--- src/include/pnpee_regs.svh ---
// Register map, field positions, reset values and timing counts of the EEPROM access block.
// Included by the controller and the testbench by bare name; definitions only.
`ifndef PNPEE_REGS_SVH
`define PNPEE_REGS_SVH
// Register byte addresses
`define PNPEE_REG_STATE 8'h00
`define PNPEE_REG_STATUS 8'h04
`define PNPEE_REG_RDATA 8'h08
`define PNPEE_REG_WDATA 8'h0C
`define PNPEE_REG_WCMD 8'h10
`define PNPEE_REG_IRQCFG 8'h14
`define PNPEE_REG_ACT 8'h18
`define PNPEE_IDX_CFG 8'h26
`define PNPEE_REG_CFG (`PNPEE_IDX_CFG << 2)
// Command values
`define PNPEE_CFG_RPTR_RST 8'h03
`define PNPEE_WCMD_EWEN 8'h01
`define PNPEE_WCMD_EWDS 8'h02
// Serial opcodes: start bit and two op bits, then extension bits for misc
`define PNPEE_OP_READ 3'h6
`define PNPEE_OP_WRITE 3'h5
`define PNPEE_OP_MISC 3'h4
`define PNPEE_OPX_EWEN 2'h3
`define PNPEE_OPX_EWDS 2'h0
// Fields of a stored interrupt byte and of the activation byte
`define PNPEE_IRQ_LVL 3:0
`define PNPEE_IRQ_TYPE_LVL 4
`define PNPEE_IRQ_TYPE_HI 5
`define PNPEE_IRQ_POL 6
`define PNPEE_ACT_BITS 3:0
// Stored default bytes fetched at power-up
`define PNPEE_EE_BASE 8'h16
`define PNPEE_EE_IRQA 8'h17
`define PNPEE_EE_ACT 8'h1B
`define PNPEE_INIT_WORDS 2'h3
// Reset values
`define PNPEE_PTR_RST '0
`define PNPEE_WEN_RST 1'h0
`define PNPEE_ACT_RST 4'h0
// Timing
`define PNPEE_CLK_NS 100
`define PNPEE_SK_HALF_NS 500
`define PNPEE_SK_HALF_CYC ((`PNPEE_SK_HALF_NS + `PNPEE_CLK_NS - 1) / `PNPEE_CLK_NS)
`define PNPEE_TWC_MS 10
`endif

--- src/include/pnpee_pkg.sv ---
// Types and helpers of the EEPROM access block.
// Assumes nothing beyond a SystemVerilog compiler.
package pnpee_pkg;
    typedef enum logic [1:0] {
        hs_wfk = 2'h0,
        hs_sleep = 2'h1,
        hs_config = 2'h2
    } pnpee_hstate_t;

    typedef enum logic [2:0] {
        st_idle = 3'h0,
        st_shift = 3'h1,
        st_gap = 3'h2,
        st_push_lo = 3'h3,
        st_push_hi = 3'h4
    } pnpee_eng_t;

    // Levels that an interrupt entry may route to
    function automatic logic pnpee_lvl_ok(input logic [3:0] l);
        case (l)
            4'h3, 4'h4, 4'h5, 4'h7, 4'hA, 4'hB, 4'hC, 4'hF: return 1'b1;
            default: return 1'b0;
        endcase
    endfunction : pnpee_lvl_ok
endpackage : pnpee_pkg

--- src/include/pnpee_fifo_if.sv ---
// Valid/ready stream between the access engine and its byte FIFO.
// Assumes both ends sit on one clock.
`timescale 1ns/1ps
interface pnpee_fifo_if #(parameter int W = 8);
    logic in_valid;
    logic in_ready;
    logic [W-1:0] in_data;
    logic out_valid;
    logic out_ready;
    logic [W-1:0] out_data;
    logic flush;
    modport src (output in_valid, in_data, out_ready, flush, input in_ready, out_valid, out_data);
    modport fifo (input in_valid, in_data, out_ready, flush, output in_ready, out_valid, out_data);
endinterface : pnpee_fifo_if

--- src/hdl/pnpee_ctrl.sv ---
// Serial EEPROM access: power-up defaults, host reads and writes, pin sharing.
// Assumes an Avalon-MM master on clk and a three-wire serial EEPROM on the pins.
// Notes on behaviour
// Low four bits of each interrupt byte pick the ISA level; 0 is none, 3,4,5,7,10,11,12,15 map.
// Bits 5:4 give the output type: low edge, low level, high edge, high level.
// Bit 6 set means the card input is active low, clear means active high.
// The driven level follows input and polarity; bit 4 has no internal effect.
// Each used interrupt entry must be stored with its own distinct level.
// Activation low bits enable logical devices 3..0, only when the enable pin allows.
// EEPROM reads are served only in the configuration state.
// Bytes come one per data read from address 0, the read pointer stepping each byte.
// The host polls status for ready data before each data read.
// Writing 0x03 to config register 0x26 clears the read pointer; reset the part afterwards.
// EEPROM writes act only in the configuration state.
// A separate write pointer, zero at reset, is never touched by reads.
// Writes go enable, then words from address 0 upward, then disable.
// After each word write the host waits the EEPROM write cycle, about 10 ms.
// EEPROM pins float in wait-for-key, except while loading defaults after reset.
// An invalid level code drives no ISA interrupt line.
//
// Implementation choices: the placing of the registers and the Avalon-MM register port.
`timescale 1ns/1ps
`include "pnpee_regs.svh"
module pnpee_ctrl #(
    parameter int AW = 6,
    parameter int FIFO_DEPTH = 32
) (
    input wire logic clk,
    input wire logic reset,
    input wire logic [7:0] avs_address,
    input wire logic avs_read,
    input wire logic avs_write,
    input wire logic [31:0] avs_writedata,
    output logic [31:0] avs_readdata,
    output logic avs_waitrequest,
    output logic ee_cs,
    output logic ee_cs_oe,
    output logic ee_sk,
    output logic ee_sk_oe,
    output logic ee_di,
    output logic ee_di_oe,
    input wire logic ee_do,
    input wire logic activation_enable_pin,
    input wire logic [3:0] card_irq,
    output logic [15:0] isa_irq,
    output logic [15:0] isa_irq_oe,
    output logic [3:0] ld_activate
);
    import pnpee_pkg::*;
    localparam int FL = 3 + AW + 16;
    localparam int SKH = `PNPEE_SK_HALF_CYC;
    localparam int IRQ0 = `PNPEE_EE_IRQA - `PNPEE_EE_BASE;

    if (AW < 4 || AW > 10 || SKH < 1 || SKH > 255 || FIFO_DEPTH < 2) begin : g_bad_param
        $error("pnpee_ctrl: AW must be 4..10 and FIFO_DEPTH at least 2");
    end

    pnpee_hstate_t hstate_ff, nxt_hstate;
    pnpee_eng_t eng_ff, nxt_eng;
    logic [31:0] rdata_ff, nxt_rdata;
    logic rd_pend_ff, nxt_rd_pend;
    logic [AW:0] rptr_ff, nxt_rptr;
    logic [AW-1:0] wptr_ff, nxt_wptr;
    logic wen_ff, nxt_wen;
    logic init_ff, nxt_init;
    logic [1:0] cnt_ff, nxt_cnt;
    logic [3:0] act_ff, nxt_act;
    logic [FL-1:0] tx_ff, nxt_tx;
    logic [15:0] rx_ff, nxt_rx;
    logic [4:0] bit_ff, nxt_bit;
    logic [4:0] nbits_ff, nxt_nbits;
    logic [7:0] div_ff, nxt_div;
    logic cs_ff, nxt_cs;
    logic sk_ff, nxt_sk;
    logic op_rd_ff, nxt_op_rd;
    logic [7:0] shad_ff [6];
    logic [7:0] nxt_shad [6];
    logic [15:0] irq_ff, nxt_irq, irq_oe_ff, nxt_irq_oe;
    logic do_s1_ff, do_s2_ff, aen_s1_ff, aen_s2_ff;
    logic [3:0] cirq_s1_ff, cirq_s2_ff;
    logic eng_hit, acc_wr, in_cfg, ee_oe, rst_cmd;
    logic go, go_rd;
    logic [FL-1:0] go_tx;
    logic [4:0] go_len;
    logic [7:0] wd;
    logic [7:0] rx_hi;

    pnpee_fifo_if #(.W(8)) f ();

    pnpee_fifo #(.W(8), .DEPTH(FIFO_DEPTH)) u_fifo (
        .clk(clk),
        .reset(reset),
        .f(f.fifo)
    );

    // Bus handshake: reads wait one cycle, engine writes wait for the engine
    assign wd = avs_writedata[7:0];
    assign rx_hi = rx_ff[15:8];
    assign eng_hit = (avs_address == `PNPEE_REG_WDATA) || (avs_address == `PNPEE_REG_WCMD)
                     || (avs_address == `PNPEE_REG_CFG);
    assign avs_waitrequest = (avs_read && !rd_pend_ff)
                             || (avs_write && eng_hit && eng_ff != st_idle
                                 && !(avs_address == `PNPEE_REG_CFG
                                      && (eng_ff == st_push_lo || eng_ff == st_push_hi)));
    assign acc_wr = avs_write && !avs_waitrequest;
    assign in_cfg = hstate_ff == hs_config;
    assign rst_cmd = acc_wr && avs_address == `PNPEE_REG_CFG && in_cfg
                     && wd == `PNPEE_CFG_RPTR_RST;
    // Pins float in wait-for-key unless defaults are loading
    assign ee_oe = init_ff || (hstate_ff != hs_wfk);
    assign ee_cs_oe = ee_oe;
    assign ee_sk_oe = ee_oe;
    assign ee_di_oe = ee_oe;
    assign ee_cs = cs_ff;
    assign ee_sk = sk_ff;
    assign ee_di = tx_ff[FL-1];
    assign avs_readdata = rdata_ff;
    assign isa_irq = irq_ff;
    assign isa_irq_oe = irq_oe_ff;
    assign ld_activate = act_ff;

    // Register access and serial engine, next values
    always_comb begin
        nxt_hstate = hstate_ff;
        nxt_eng = eng_ff;
        nxt_rdata = rdata_ff;
        nxt_rd_pend = rd_pend_ff;
        nxt_rptr = rptr_ff;
        nxt_wptr = wptr_ff;
        nxt_wen = wen_ff;
        nxt_init = init_ff;
        nxt_cnt = cnt_ff;
        nxt_act = act_ff;
        nxt_tx = tx_ff;
        nxt_rx = rx_ff;
        nxt_bit = bit_ff;
        nxt_nbits = nbits_ff;
        nxt_div = div_ff;
        nxt_cs = cs_ff;
        nxt_sk = sk_ff;
        nxt_op_rd = op_rd_ff;
        for (int k = 0; k < 6; k++) nxt_shad[k] = shad_ff[k];
        go = 1'b0;
        go_rd = 1'b0;
        go_tx = '0;
        go_len = 5'(FL);
        f.in_valid = 1'b0;
        f.in_data = rx_ff[7:0];
        f.out_ready = 1'b0;
        f.flush = 1'b0;
        // Register reads, answered one cycle later
        if (avs_read && !rd_pend_ff) begin
            nxt_rd_pend = 1'b1;
            case (avs_address)
                `PNPEE_REG_STATE: nxt_rdata = {30'h0, hstate_ff};
                `PNPEE_REG_STATUS: nxt_rdata = {27'h0, !f.in_ready, init_ff, wen_ff,
                                                eng_ff != st_idle, f.out_valid};
                `PNPEE_REG_RDATA: begin
                    // Empty or outside config reads as zero and pops nothing
                    if (in_cfg && f.out_valid) begin
                        nxt_rdata = {24'h0, f.out_data};
                        f.out_ready = 1'b1;
                    end else begin
                        nxt_rdata = 32'h0;
                    end
                end
                `PNPEE_REG_IRQCFG: nxt_rdata = {shad_ff[IRQ0+3], shad_ff[IRQ0+2],
                                                shad_ff[IRQ0+1], shad_ff[IRQ0]};
                `PNPEE_REG_ACT: nxt_rdata = {28'h0, act_ff};
                default: nxt_rdata = 32'h0;
            endcase
        end else if (rd_pend_ff) begin
            nxt_rd_pend = 1'b0;
        end
        // Host state write; the unused code is ignored
        if (acc_wr && avs_address == `PNPEE_REG_STATE && avs_writedata[1:0] != 2'h3) begin
            nxt_hstate = pnpee_hstate_t'(avs_writedata[1:0]);
        end
        unique case (eng_ff)
            st_idle: begin
                if (acc_wr && eng_hit) begin
                    if (avs_address == `PNPEE_REG_WCMD && in_cfg) begin
                        if (wd == `PNPEE_WCMD_EWEN) begin
                            go = 1'b1;
                            nxt_wen = 1'b1;
                            go_tx = {`PNPEE_OP_MISC, `PNPEE_OPX_EWEN, {(AW-2){1'b0}}, 16'h0};
                        end else if (wd == `PNPEE_WCMD_EWDS) begin
                            go = 1'b1;
                            nxt_wen = 1'b0;
                            go_tx = {`PNPEE_OP_MISC, `PNPEE_OPX_EWDS, {(AW-2){1'b0}}, 16'h0};
                        end
                        go_len = 5'(3 + AW);
                    end else if (avs_address == `PNPEE_REG_WDATA && in_cfg && wen_ff) begin
                        // Word write at the write pointer, which then steps
                        go = 1'b1;
                        go_tx = {`PNPEE_OP_WRITE, wptr_ff, avs_writedata[15:0]};
                        nxt_wptr = wptr_ff + 1'b1;
                    end
                end else if (init_ff) begin
                    // Power-up fetch of the stored default words
                    go = 1'b1;
                    go_rd = 1'b1;
                    go_tx = {`PNPEE_OP_READ, AW'(`PNPEE_EE_BASE >> 1) + AW'(cnt_ff), 16'h0};
                end else if (in_cfg && !rst_cmd) begin
                    // Prefetch at the read pointer into the FIFO
                    go = 1'b1;
                    go_rd = 1'b1;
                    go_tx = {`PNPEE_OP_READ, rptr_ff[AW:1], 16'h0};
                end
            end
            st_shift: begin
                if (div_ff == 8'(SKH - 1)) begin
                    nxt_div = 8'h0;
                    if (!sk_ff) begin
                        nxt_sk = 1'b1;
                        nxt_rx = {rx_ff[14:0], do_s2_ff};
                    end else begin
                        nxt_sk = 1'b0;
                        nxt_tx = tx_ff << 1;
                        nxt_bit = bit_ff + 5'h1;
                        if (bit_ff == nbits_ff - 5'h1) begin
                            nxt_eng = st_gap;
                            nxt_cs = 1'b0;
                        end
                    end
                end else begin
                    nxt_div = div_ff + 8'h1;
                end
            end
            st_gap: begin
                if (div_ff == 8'(SKH - 1)) begin
                    nxt_div = 8'h0;
                    nxt_eng = st_idle;
                    if (op_rd_ff && init_ff) begin
                        for (int k = 0; k < 6; k++) begin
                            if (k == 2 * int'(cnt_ff)) nxt_shad[k] = rx_ff[7:0];
                            if (k == 2 * int'(cnt_ff) + 1) nxt_shad[k] = rx_hi;
                        end
                        nxt_cnt = cnt_ff + 2'h1;
                        if (cnt_ff == `PNPEE_INIT_WORDS - 2'h1) begin
                            nxt_init = 1'b0;
                            // Power-up activation only if the pin allows it
                            nxt_act = aen_s2_ff ? rx_hi[`PNPEE_ACT_BITS] : 4'h0;
                        end
                    end else if (op_rd_ff) begin
                        nxt_eng = st_push_lo;
                    end
                end else begin
                    nxt_div = div_ff + 8'h1;
                end
            end
            st_push_lo: begin
                f.in_valid = 1'b1;
                if (f.in_ready) begin
                    nxt_rptr = rptr_ff + 1'b1;
                    nxt_eng = st_push_hi;
                end
            end
            st_push_hi: begin
                f.in_valid = 1'b1;
                f.in_data = rx_hi;
                if (f.in_ready) begin
                    nxt_rptr = rptr_ff + 1'b1;
                    nxt_eng = st_idle;
                end
            end
        endcase
        // Frame start common to all commands
        if (go) begin
            nxt_eng = st_shift;
            nxt_tx = go_tx;
            nxt_nbits = go_len;
            nxt_op_rd = go_rd;
            nxt_bit = 5'h0;
            nxt_div = 8'h0;
            nxt_sk = 1'b0;
            nxt_cs = 1'b1;
        end
        // Read pointer reset drops buffered and pending bytes
        if (rst_cmd) begin
            nxt_rptr = `PNPEE_PTR_RST;
            f.flush = 1'b1;
            nxt_eng = st_idle;
        end
    end

    // Interrupt steering; distinct stored levels keep lines free of contention
    always_comb begin
        nxt_irq = 16'h0;
        nxt_irq_oe = 16'h0;
        for (int i = 0; i < 4; i++) begin
            // Invalid codes route nowhere; type bit 4 is unused here
            if (!init_ff && pnpee_lvl_ok(shad_ff[IRQ0+i][`PNPEE_IRQ_LVL])) begin
                nxt_irq_oe[shad_ff[IRQ0+i][`PNPEE_IRQ_LVL]] = 1'b1;
                nxt_irq[shad_ff[IRQ0+i][`PNPEE_IRQ_LVL]] = cirq_s2_ff[i]
                    ^ shad_ff[IRQ0+i][`PNPEE_IRQ_POL]
                    ^ !shad_ff[IRQ0+i][`PNPEE_IRQ_TYPE_HI];
            end
        end
    end

    // State registers
    always_ff @(posedge clk) begin
        if (reset) begin
            hstate_ff <= hs_wfk;
            eng_ff <= st_idle;
            rdata_ff <= 32'h0;
            rd_pend_ff <= 1'b0;
            rptr_ff <= `PNPEE_PTR_RST;
            wptr_ff <= `PNPEE_PTR_RST;
            wen_ff <= `PNPEE_WEN_RST;
            init_ff <= 1'b1;
            cnt_ff <= 2'h0;
            act_ff <= `PNPEE_ACT_RST;
            tx_ff <= '0;
            rx_ff <= 16'h0;
            bit_ff <= 5'h0;
            nbits_ff <= 5'h0;
            div_ff <= 8'h0;
            cs_ff <= 1'b0;
            sk_ff <= 1'b0;
            op_rd_ff <= 1'b0;
            irq_ff <= 16'h0;
            irq_oe_ff <= 16'h0;
            for (int k = 0; k < 6; k++) shad_ff[k] <= 8'h0;
        end else begin
            hstate_ff <= nxt_hstate;
            eng_ff <= nxt_eng;
            rdata_ff <= nxt_rdata;
            rd_pend_ff <= nxt_rd_pend;
            rptr_ff <= nxt_rptr;
            wptr_ff <= nxt_wptr;
            wen_ff <= nxt_wen;
            init_ff <= nxt_init;
            cnt_ff <= nxt_cnt;
            act_ff <= nxt_act;
            tx_ff <= nxt_tx;
            rx_ff <= nxt_rx;
            bit_ff <= nxt_bit;
            nbits_ff <= nxt_nbits;
            div_ff <= nxt_div;
            cs_ff <= nxt_cs;
            sk_ff <= nxt_sk;
            op_rd_ff <= nxt_op_rd;
            irq_ff <= nxt_irq;
            irq_oe_ff <= nxt_irq_oe;
            for (int k = 0; k < 6; k++) shad_ff[k] <= nxt_shad[k];
        end
    end

    // Two-stage synchronisers for pin inputs
    always_ff @(posedge clk) begin
        do_s1_ff <= ee_do;
        do_s2_ff <= do_s1_ff;
        aen_s1_ff <= activation_enable_pin;
        aen_s2_ff <= aen_s1_ff;
        cirq_s1_ff <= card_irq;
        cirq_s2_ff <= cirq_s1_ff;
    end
endmodule : pnpee_ctrl

--- src/hdl/pnpee_fifo.sv ---
// Byte FIFO between EEPROM fetches and host reads.
// Assumes one clock and a synchronous active-high reset; flush empties it.
`timescale 1ns/1ps
module pnpee_fifo #(
    parameter int W = 8,
    parameter int DEPTH = 32
) (
    input wire logic clk,
    input wire logic reset,
    pnpee_fifo_if.fifo f
);
    import pnpee_pkg::*;
    localparam int PW = $clog2(DEPTH);
    logic [W-1:0] mem_ff [DEPTH];
    logic [PW:0] wp_ff;
    logic [PW:0] rp_ff;
    logic [PW:0] nxt_wp;
    logic [PW:0] nxt_rp;
    logic push;
    logic pop;

    if (DEPTH < 2 || (1 << PW) != DEPTH) begin : g_bad_depth
        $error("pnpee_fifo: DEPTH must be a power of two, at least 2");
    end

    // Full and empty from wrap bit and index
    assign f.in_ready = (wp_ff[PW] == rp_ff[PW]) || (wp_ff[PW-1:0] != rp_ff[PW-1:0]);
    assign f.out_valid = wp_ff != rp_ff;
    assign f.out_data = mem_ff[rp_ff[PW-1:0]];
    assign push = f.in_valid && f.in_ready && !f.flush;
    assign pop = f.out_valid && f.out_ready && !f.flush;

    // Pointer updates
    always_comb begin
        nxt_wp = wp_ff;
        nxt_rp = rp_ff;
        if (f.flush) begin
            nxt_wp = '0;
            nxt_rp = '0;
        end else begin
            if (push) nxt_wp = wp_ff + 1'b1;
            if (pop) nxt_rp = rp_ff + 1'b1;
        end
    end

    // Pointer and storage registers
    always_ff @(posedge clk) begin
        if (reset) begin
            wp_ff <= '0;
            rp_ff <= '0;
        end else begin
            wp_ff <= nxt_wp;
            rp_ff <= nxt_rp;
        end
        if (push) mem_ff[wp_ff[PW-1:0]] <= f.in_data;
    end
endmodule : pnpee_fifo

--- config.mk ---
export PLATFORM = sky130hd
export DESIGN_NAME = pnpee_ctrl
export DESIGN_NICKNAME = d
export VERILOG_FILES = /design/src/include/pnpee_pkg.sv /design/src/include/pnpee_fifo_if.sv /design/src/hdl/pnpee_ctrl.sv /design/src/hdl/pnpee_fifo.sv
export VERILOG_INCLUDE_DIRS = /design/src /design/src/include
export SDC_FILE = /design/constraint.sdc
export NUM_CORES = 1
export LEC_CHECK = 0
export CAP_MARGIN = 20
export CORE_MARGIN = 2
export CORE_UTILIZATION = 35
export DETAILED_ROUTE_END_ITERATION = 10
export DONT_BUFFER_PORTS = 1
export PLACE_DENSITY = 0.6
export SLEW_MARGIN = 20
export SYNTH_ARGS = -nofsm -noshare
export SYNTH_HDL_FRONTEND = slang
export SYNTH_HIERARCHICAL = 1
export SYNTH_SLANG_ARGS = --single-unit
--- constraint.sdc ---
create_clock -name clk -period 2.75 [get_ports clk]
set_clock_uncertainty 0.05 [all_clocks]
set_input_delay 0.275 -clock clk [delete_from_list [all_inputs] [get_ports clk]]
set_output_delay 0.275 -clock clk [all_outputs]
set_load 0.02 [all_outputs]
== Yosys cells after proc, flatten, opt, wreduce, memory -nomap -nowiden ==
Memories as Yosys holds them, arrays and structs flattened. A register that Yosys moved wholly into a read port is not among the register bits.
Cells that the tools add are included.
Word-level totals
  register bits: 177
  bits in writable memories: 304
  bits in read-only memories: 64
  input port bits: 50
  logic and storage cells: 300
  memories: 6
Memories
  u_fifo.mem_ff: depth 32, bits a word 8, rd ports 1, clocked after memory_dff 1, wr ports 1, RTL line pnpee_fifo.sv:14  | logic [W-1:0] mem_ff [DEPTH];
  shad_ff: depth 6, bits a word 8, rd ports 4, clocked after memory_dff 0, wr ports 6, RTL line pnpee_ctrl.sv:76  | logic [7:0] shad_ff [6];
  (name not given): depth 16, bits a word 1, rd ports 1, clocked after memory_dff 0, wr ports 0, RTL line pnpee_pkg.sv:20  | case (l)
  (name not given): depth 16, bits a word 1, rd ports 1, clocked after memory_dff 0, wr ports 0, RTL line pnpee_pkg.sv:20
  (name not given): depth 16, bits a word 1, rd ports 1, clocked after memory_dff 0, wr ports 0, RTL line pnpee_pkg.sv:20
  (name not given): depth 16, bits a word 1, rd ports 1, clocked after memory_dff 0, wr ports 0, RTL line pnpee_pkg.sv:20
Cells by class
  add/sub/neg operators: 10
  magnitude comparators: 8
  eq/ne operators: 49
  mux-type cells: 98
  bitwise gates (word level): 20
  reductions and logical operators: 80
Operators by type and width (number)
  $mux 25: 12
  $pmux 32 s5: 1
  $mux 48: 3
  $mux 8: 18
  $mux 16: 8
  $eq 3x32->1 const A: 2
  $logic_not 32->1: 2
  $bwmux 16: 3
  $or 16x16->16: 3
  $mux 1: 34
  $eq 2x32->1 const A: 1
  $eq 4x32->1 const A: 1
  $logic_and 1x1->1: 30
  $mux 5: 5
  $eq 8x5->1 const B: 3
  $ne 3x3->1 const B: 8
  $lt 4x5->1 const B: 4
  $add 6x1->6 const B: 3
  $mux 3: 6
  $ne 2x2->1 const B: 9
  $and 16x16->16: 1
  $demux 1 s4: 4
  $eq 8x2->1 const B: 2
  $eq 8x3->1 const B: 2
  45 further kinds: 100

== Logic depth before layout (Yosys ltp) ==
  depth after elaboration: 20
  mapped depth: 12
  gate-level depth less buffers: 11

== Hierarchy ==
Netlist, hierarchy kept.
Modules (own cells, without submodules)
  pnpee_fifo: times used 1, cells an instance 499, area each 10686.5 µm², seq. area each 8027.7 µm²
  pnpee_ctrl: times used 1, cells an instance 1078, area each 9258.9 µm², seq. area each 4204.0 µm²

== Least setup slack after synthesis ==
No wires, ideal clock.
  path type: input to register
  start point: input avs_address[3]
  end point: register u_fifo.wp_ff[4]
  setup time: 0.115 ns
  arrival: 2.871 ns
  data required time: 2.585 ns
  slack: -0.286 ns
  stages: 10
  path through: buf_4 or4b_4 nor3_4 o21a_1 nor3_1 nor4_1 nor2b_1 o311ai_2 nor2_1 o21a_1
On the way
  cells in the longest elaborated chain, start to end: 15
Ends and longest elaborated chain
  from (decl): RTL line pnpee_ctrl.sv:30  | input wire logic [7:0] avs_address,
  $eq 8x4->1 (no line) / $eq 8x5->1 (equally long branches)
  $logic_or 1x1->1 (2 in a row): RTL line pnpee_ctrl.sv:99  | assign eng_hit = (avs_address == `PNPEE_REG_WDATA) || (avs_address == `PNPEE_REG_WCMD)
  $logic_and 1x1->1 (3 in a row): RTL line pnpee_ctrl.sv:102  | || (avs_write && eng_hit && eng_ff != st_idle
  $logic_or 1x1->1: RTL line pnpee_ctrl.sv:101  | assign avs_waitrequest = (avs_read && !rd_pend_ff)
  $logic_not 1->1: RTL line pnpee_ctrl.sv:105  | assign acc_wr = avs_write && !avs_waitrequest;
  $logic_and 1x1->1: RTL line pnpee_ctrl.sv:105
  $logic_and 1x1->1 (no line) *
  $logic_and 1x1->1 *: RTL line pnpee_ctrl.sv:107  | assign rst_cmd = acc_wr && avs_address == `PNPEE_REG_CFG && in_cfg
  $logic_and 1x1->1 (no line) *
  $mux 1 *: RTL line pnpee_ctrl.sv:280  | if (rst_cmd) begin
  named net f.flush: RTL line pnpee_fifo_if.sv:11  | logic flush;
  $logic_not 1->1: RTL line pnpee_fifo.sv:30  | assign push = f.in_valid && f.in_ready && !f.flush;
  $logic_and 1x1->1: RTL line pnpee_fifo.sv:30
  to (signal assigned): RTL line pnpee_fifo.sv:52  | wp_ff <= nxt_wp;
  to (decl): RTL line pnpee_fifo.sv:15  | logic [PW:0] wp_ff;
The timed path passes the listed nets; every way through them passes the cells marked *.
A chain may end at the register's enable or synchronous reset.

== Worst setup path after layout ==
  start point: register eng_ff[2]
  end point: memory u_fifo.mem_ff[28][3], enable pin
On the way
  cells in the longest elaborated chain, start to end: 16
Ends and longest elaborated chain
  from (decl): RTL line pnpee_ctrl.sv:59  | pnpee_eng_t eng_ff, nxt_eng;
  from (signal assigned): RTL line pnpee_ctrl.sv:306  | eng_ff <= st_idle;
  from (signal assigned): RTL line pnpee_ctrl.sv:328  | eng_ff <= nxt_eng;
  $eq 3x2->1 / $eq 3x3->1 (equally long branches): RTL line pnpee_ctrl.sv:104  | && (eng_ff == st_push_lo || eng_ff == st_push_hi)));
  $logic_or 1x1->1: RTL line pnpee_ctrl.sv:104
  $logic_and 1x1->1: RTL line pnpee_ctrl.sv:103  | && !(avs_address == `PNPEE_REG_CFG
  $logic_not 1->1: RTL line pnpee_ctrl.sv:103
  $logic_and 1x1->1 *: RTL line pnpee_ctrl.sv:102
  $logic_or 1x1->1 *: RTL line pnpee_ctrl.sv:101
  $logic_not 1->1 *: RTL line pnpee_ctrl.sv:105
  $logic_and 1x1->1 *: RTL line pnpee_ctrl.sv:105
  $logic_and 1x1->1 (no line) *
  $logic_and 1x1->1 *: RTL line pnpee_ctrl.sv:107
  $logic_and 1x1->1 (no line) *
  $mux 1 *: RTL line pnpee_ctrl.sv:280
  named net f.flush: RTL line pnpee_fifo_if.sv:11
  $logic_not 1->1 *: RTL line pnpee_fifo.sv:30
  $logic_and 1x1->1 *: RTL line pnpee_fifo.sv:30
  $mux 1 *: RTL line pnpee_fifo.sv:55  | if (push) mem_ff[wp_ff[PW-1:0]] <= f.in_data;
  $mux 1 (implied by the code) *: RTL line pnpee_fifo.sv:55
  to (decl): RTL line pnpee_fifo.sv:14
Marked as above.

==> results.md <==
* Worst path slowest cell: or3b_2
* Avg WL per Cell at 21.1 µm
* Multi-input logic area at 0.00750 mm²
* Routability cong. at 0.901
* Mapped Cells at 1577
* P_int at 0.0114 W
* CP Depth at 9
* Arr. time, crit path at 2.92 ns
* Number of cell rows at 87
* Fillcell total at 5199
* Crit path buf inv count at 2
* Critical Path Sink: u_fifo/mem_ff[28][3]
* Outcome: finished, final reports clean
* Residual DRC at 0
* Register area at 0.0122 mm²
* PwrDens at 605 mW/mm²
* Final period demand of the worst path at 2.73 ns
* Total CTS buffers at 48
* Metal1 wirelength at 22400 µm
* Total Die Area at 0.0589 mm²
* Register-to-Register Path Depth at 9
* Top sig layer: met4
* Final nets at 1760
* First DRT Iteration DRCs at 1123
* Crit Path Max Fanout at 8
* Drt first pass iters at 5
* CTS max path bufs at 3
* Antenna cell count at 0
* Worst Setup End Kind: register
* FF-to-FF setup slack at 0.02 ns
* Antenna Nets Post-Route at 0
* Final Hold Vio Count at 0
* Met3 WL at 3330 µm
* Yosys cell types at 77
* Leak pwr at 7.84 nW
* #FFs+latches synth at 467
* Seq/Total Area, Yosys at 0.613
* CTS sink cnt at 467
* Async S/R FF share, synth at 0
* First-pass GRT wire length at 79700 µm
* Synthesized net count at 1656
* Final setup TNS at 0 ns
* IO Pins at 125
* Critical Path Source: eng_ff[2]
* Vias at 13100
* R2R Path End: u_fifo/mem_ff[28][3]
* Vias in the first global route at 12900
* Via density at 5.30
* R2r startpoint: eng_ff[2]
* TritonCTS clock tree: built
* CP Launch Type: register
* Ys flop type: edfxtp_1
* Final worst-path cycle share at 0.994
* Maxcap violations at 0
* HP Class: input pin to register
* Sequential power share at 0.518
* Clk slew on worst S/H paths at 0.06 ns
* Slew headroom at 0.516
* Area grow syn2layout at 19.4%
* Maximum clock frequency at 0.366 GHz
* Pre-CTS WS at -0.290 ns
* Die X at 243 µm
* Synthesized area at 0.0199 mm²
* Largest net degree at the start of global routing at 143
* Comb power frac at 0.028
* DP Cell Count at 2342
* Layout Cells excl Fill at 2476
* Sw Ratio at 0.209
* GRT Overall Usage at 0.174
* Die H at 243 µm
* Switching power at 0.00301 W
* CP Cell Sequence: nand3b_1 -> nor3_4 -> o21a_1 -> nor3_1 -> nor4_2 -> buf_4 -> or3b_2 -> buf_12 -> nor2_2
* Share of layout cells above drive strength 1 at 0.207
* Ys Warns at 6
* Area of the core at 0.0564 mm²
* Critical Path RT at 2.94 ns
* CP Class: register to register
* Placed wire-length estimate at 35600 µm
* Critical Path Max Stage Delay at 0.52 ns
* H-tree levels at 2
* Part of the power in the clock network at 0.454
* GRT overflow at 0
* RSZ-0062 raised after global routing: true
* WL met2 at 25000 µm
* Post-route setup slack at 0.0176 ns
* Max Slew Vio Count at 0
* Initial antenna violation count at 0
* IO Port Bufs at 0
* CTS root buf: clkbuf_16
* Setup Viol. Count Final at 0
* Delay-heaviest family, CP: simple AND/OR/NAND/NOR gates
* Worst Max-Slew Pin Slew at 0.723 ns
* Routed wire length at 52100 µm
* Initial core utilization at 0.354
* Post-synth EDFFs at 288
* Synth Area per Inst at 12.6 µm²
* Peak supply drop at 0.000412 V
* Worst skew pair latency at 0.58 ns
==> per-layer routing <==
metal,up-vias,track usage
met5,-,0
met4,0,0.0541
met3,88,0.0314
met2,431,0.288
met1,6475,0.232
li1,6126,-
==> logic make-up after synthesis <==
kind of cell	after synthesis	share of synthesized area
AO/OA/AOI/OAI	275	0.0873
XOR/XNOR	39	0.0178
buffers and inverters	117	0.0253
adder cells (fa/ha/maj)	29	0.0182
AND/OR/NAND/NOR	539	0.131
flip-flops	467	0.613
multiplexers	111	0.107
==> power by group through the flow <==
stage	clock network, W	registers (W)	logic, W
detailed placement	0	0.00762	0.000328
floorplan	0	0.00760	0.000254
finish	0.00654	0.00747	0.000402
global route	0.00698	0.00747	0.000439
CTS	0.00671	0.00747	0.000399
global placement	0	0.00762	0.000323
==> flip-flops by register name, indices dropped and copies added, names as in the netlist, 3 cells and up, named ones only <==
| name | flops |
|---|---|
| avs_readdata | 32 |
| bit_ff | 5 |
| cirq_s1_ff | 4 |
| cirq_s2_ff | 4 |
| div_ff | 8 |
| eng_ff | 3 |
| isa_irq | 16 |
| isa_irq_oe | 16 |
| ld_activate | 4 |
| rptr_ff | 7 |
| rx_ff | 16 |
| shad_ff | 32 |
| tx_ff | 25 |
| u_fifo/mem_ff | 256 |
| u_fifo/rp_ff | 6 |
| u_fifo/wp_ff | 6 |
| wptr_ff | 6 |
==> metrics by stage <==
step	utilization	cell area [µm²]	hold slack (ns)	total power, W
2_1_floorplan	-	20000	0.253	0.00785
3_3_place_gp	0.382	21500	0.253	0.00794
3_5_place_dp	0.382	21600	0.253	0.00795
4_1_cts	0.418	23600	0.0256	0.0146
5_1_grt	0.422	23800	0.00924	0.0149
6_report	0.422	23800	0.0245	0.0144
==> worst register-to-register path: stages, from the launching register on <==
cell,delay (ns)
dfxtp_1,0.33
nand3b_1,0.16
nor3_4,0.06
o21a_1,0.18
nor3_1,0.29
nor4_2,0.10
buf_4,0.17
or3b_2,0.52
buf_12,0.19
nor2_2,0.35
==> Yosys cell counts (6+ instances only) <==
library cell | instances | share of area
mux4_2 | 80 | 0.090
xor2_1 | 15 | 0.0066
nor2b_1 | 22 | 0.0069
buf_4 | 9 | 0.0034
nor4_1 | 9 | 0.0028
buf_2 | 7 | 0.0018
nand2_1 | 187 | 0.035
ha_1 | 29 | 0.018
xnor2_1 | 23 | 0.010
or3b_2 | 6 | 0.0026
and3_1 | 13 | 0.0041
a31oi_1 | 18 | 0.0056
or3_1 | 18 | 0.0056
edfxtp_1 | 288 | 0.43
nand4_1 | 14 | 0.0044
and2_1 | 9 | 0.0028
o21ai_0 | 25 | 0.0063
o21a_1 | 10 | 0.0038
buf_1 | 7 | 0.0013
a211oi_1 | 22 | 0.0083
clkbuf_1 | 69 | 0.013
nor3_1 | 32 | 0.0080
nand2b_1 | 12 | 0.0038
inv_1 | 22 | 0.0041
or2_2 | 6 | 0.0019
a21oi_1 | 134 | 0.034
o2bb2ai_1 | 15 | 0.0066
nor3b_1 | 7 | 0.0026
nor2_1 | 124 | 0.023
nand3_1 | 48 | 0.012
mux2i_1 | 13 | 0.0065
mux2_2 | 18 | 0.010
dfxtp_1 | 179 | 0.18
==> worst min-delay path by stage <==
stage                                from  slack (ns)    endpoint  cells past startpoint
floorplan           activation_enable_pin        0.25   aen_s1_ff                      0
global placement                    ee_do        0.25    do_s1_ff                      0
detailed placement                  ee_do        0.25    do_s1_ff                      0
CTS                              avs_read        0.03  rd_pend_ff                      3
global route             avs_writedata[3]       0.009    tx_ff[3]                      3
finish                   avs_writedata[3]        0.02    tx_ff[3]                      3
==> placed cells by master (no fill, tap or decap), types with 28 or more instances in the layout <==
cell / instances
a21oi_1: 134
buf_4: 91
clkbuf_16: 49
dfxtp_1: 177
dlygate4sd3_1: 31
edfxtp_1: 288
ha_1: 29
mux4_2: 80
nand2_1: 187
nand3_1: 48
nor2_1: 92
nor2_4: 28
nor3_1: 31
==> timing repair <==
action	CTS	global route
gates cloned	0	1
resized for setup	14	34
setup buffers	0	10
hold buffers	33	2
pin swaps	0	5
endpoints found under the setup margin	136	189
endpoints found under the hold margin	182	2
==> area by class of cell <==
type,count,area share
clock inverters,26,0.0117
multi-input cells,993,0.315
inverters,22,0.00347
flip-flops and latches,467,0.514
clock buffers,63,0.0549
well taps,756,0.0397
repair buffers,149,0.0615
(Power assumes the default switching activity.)
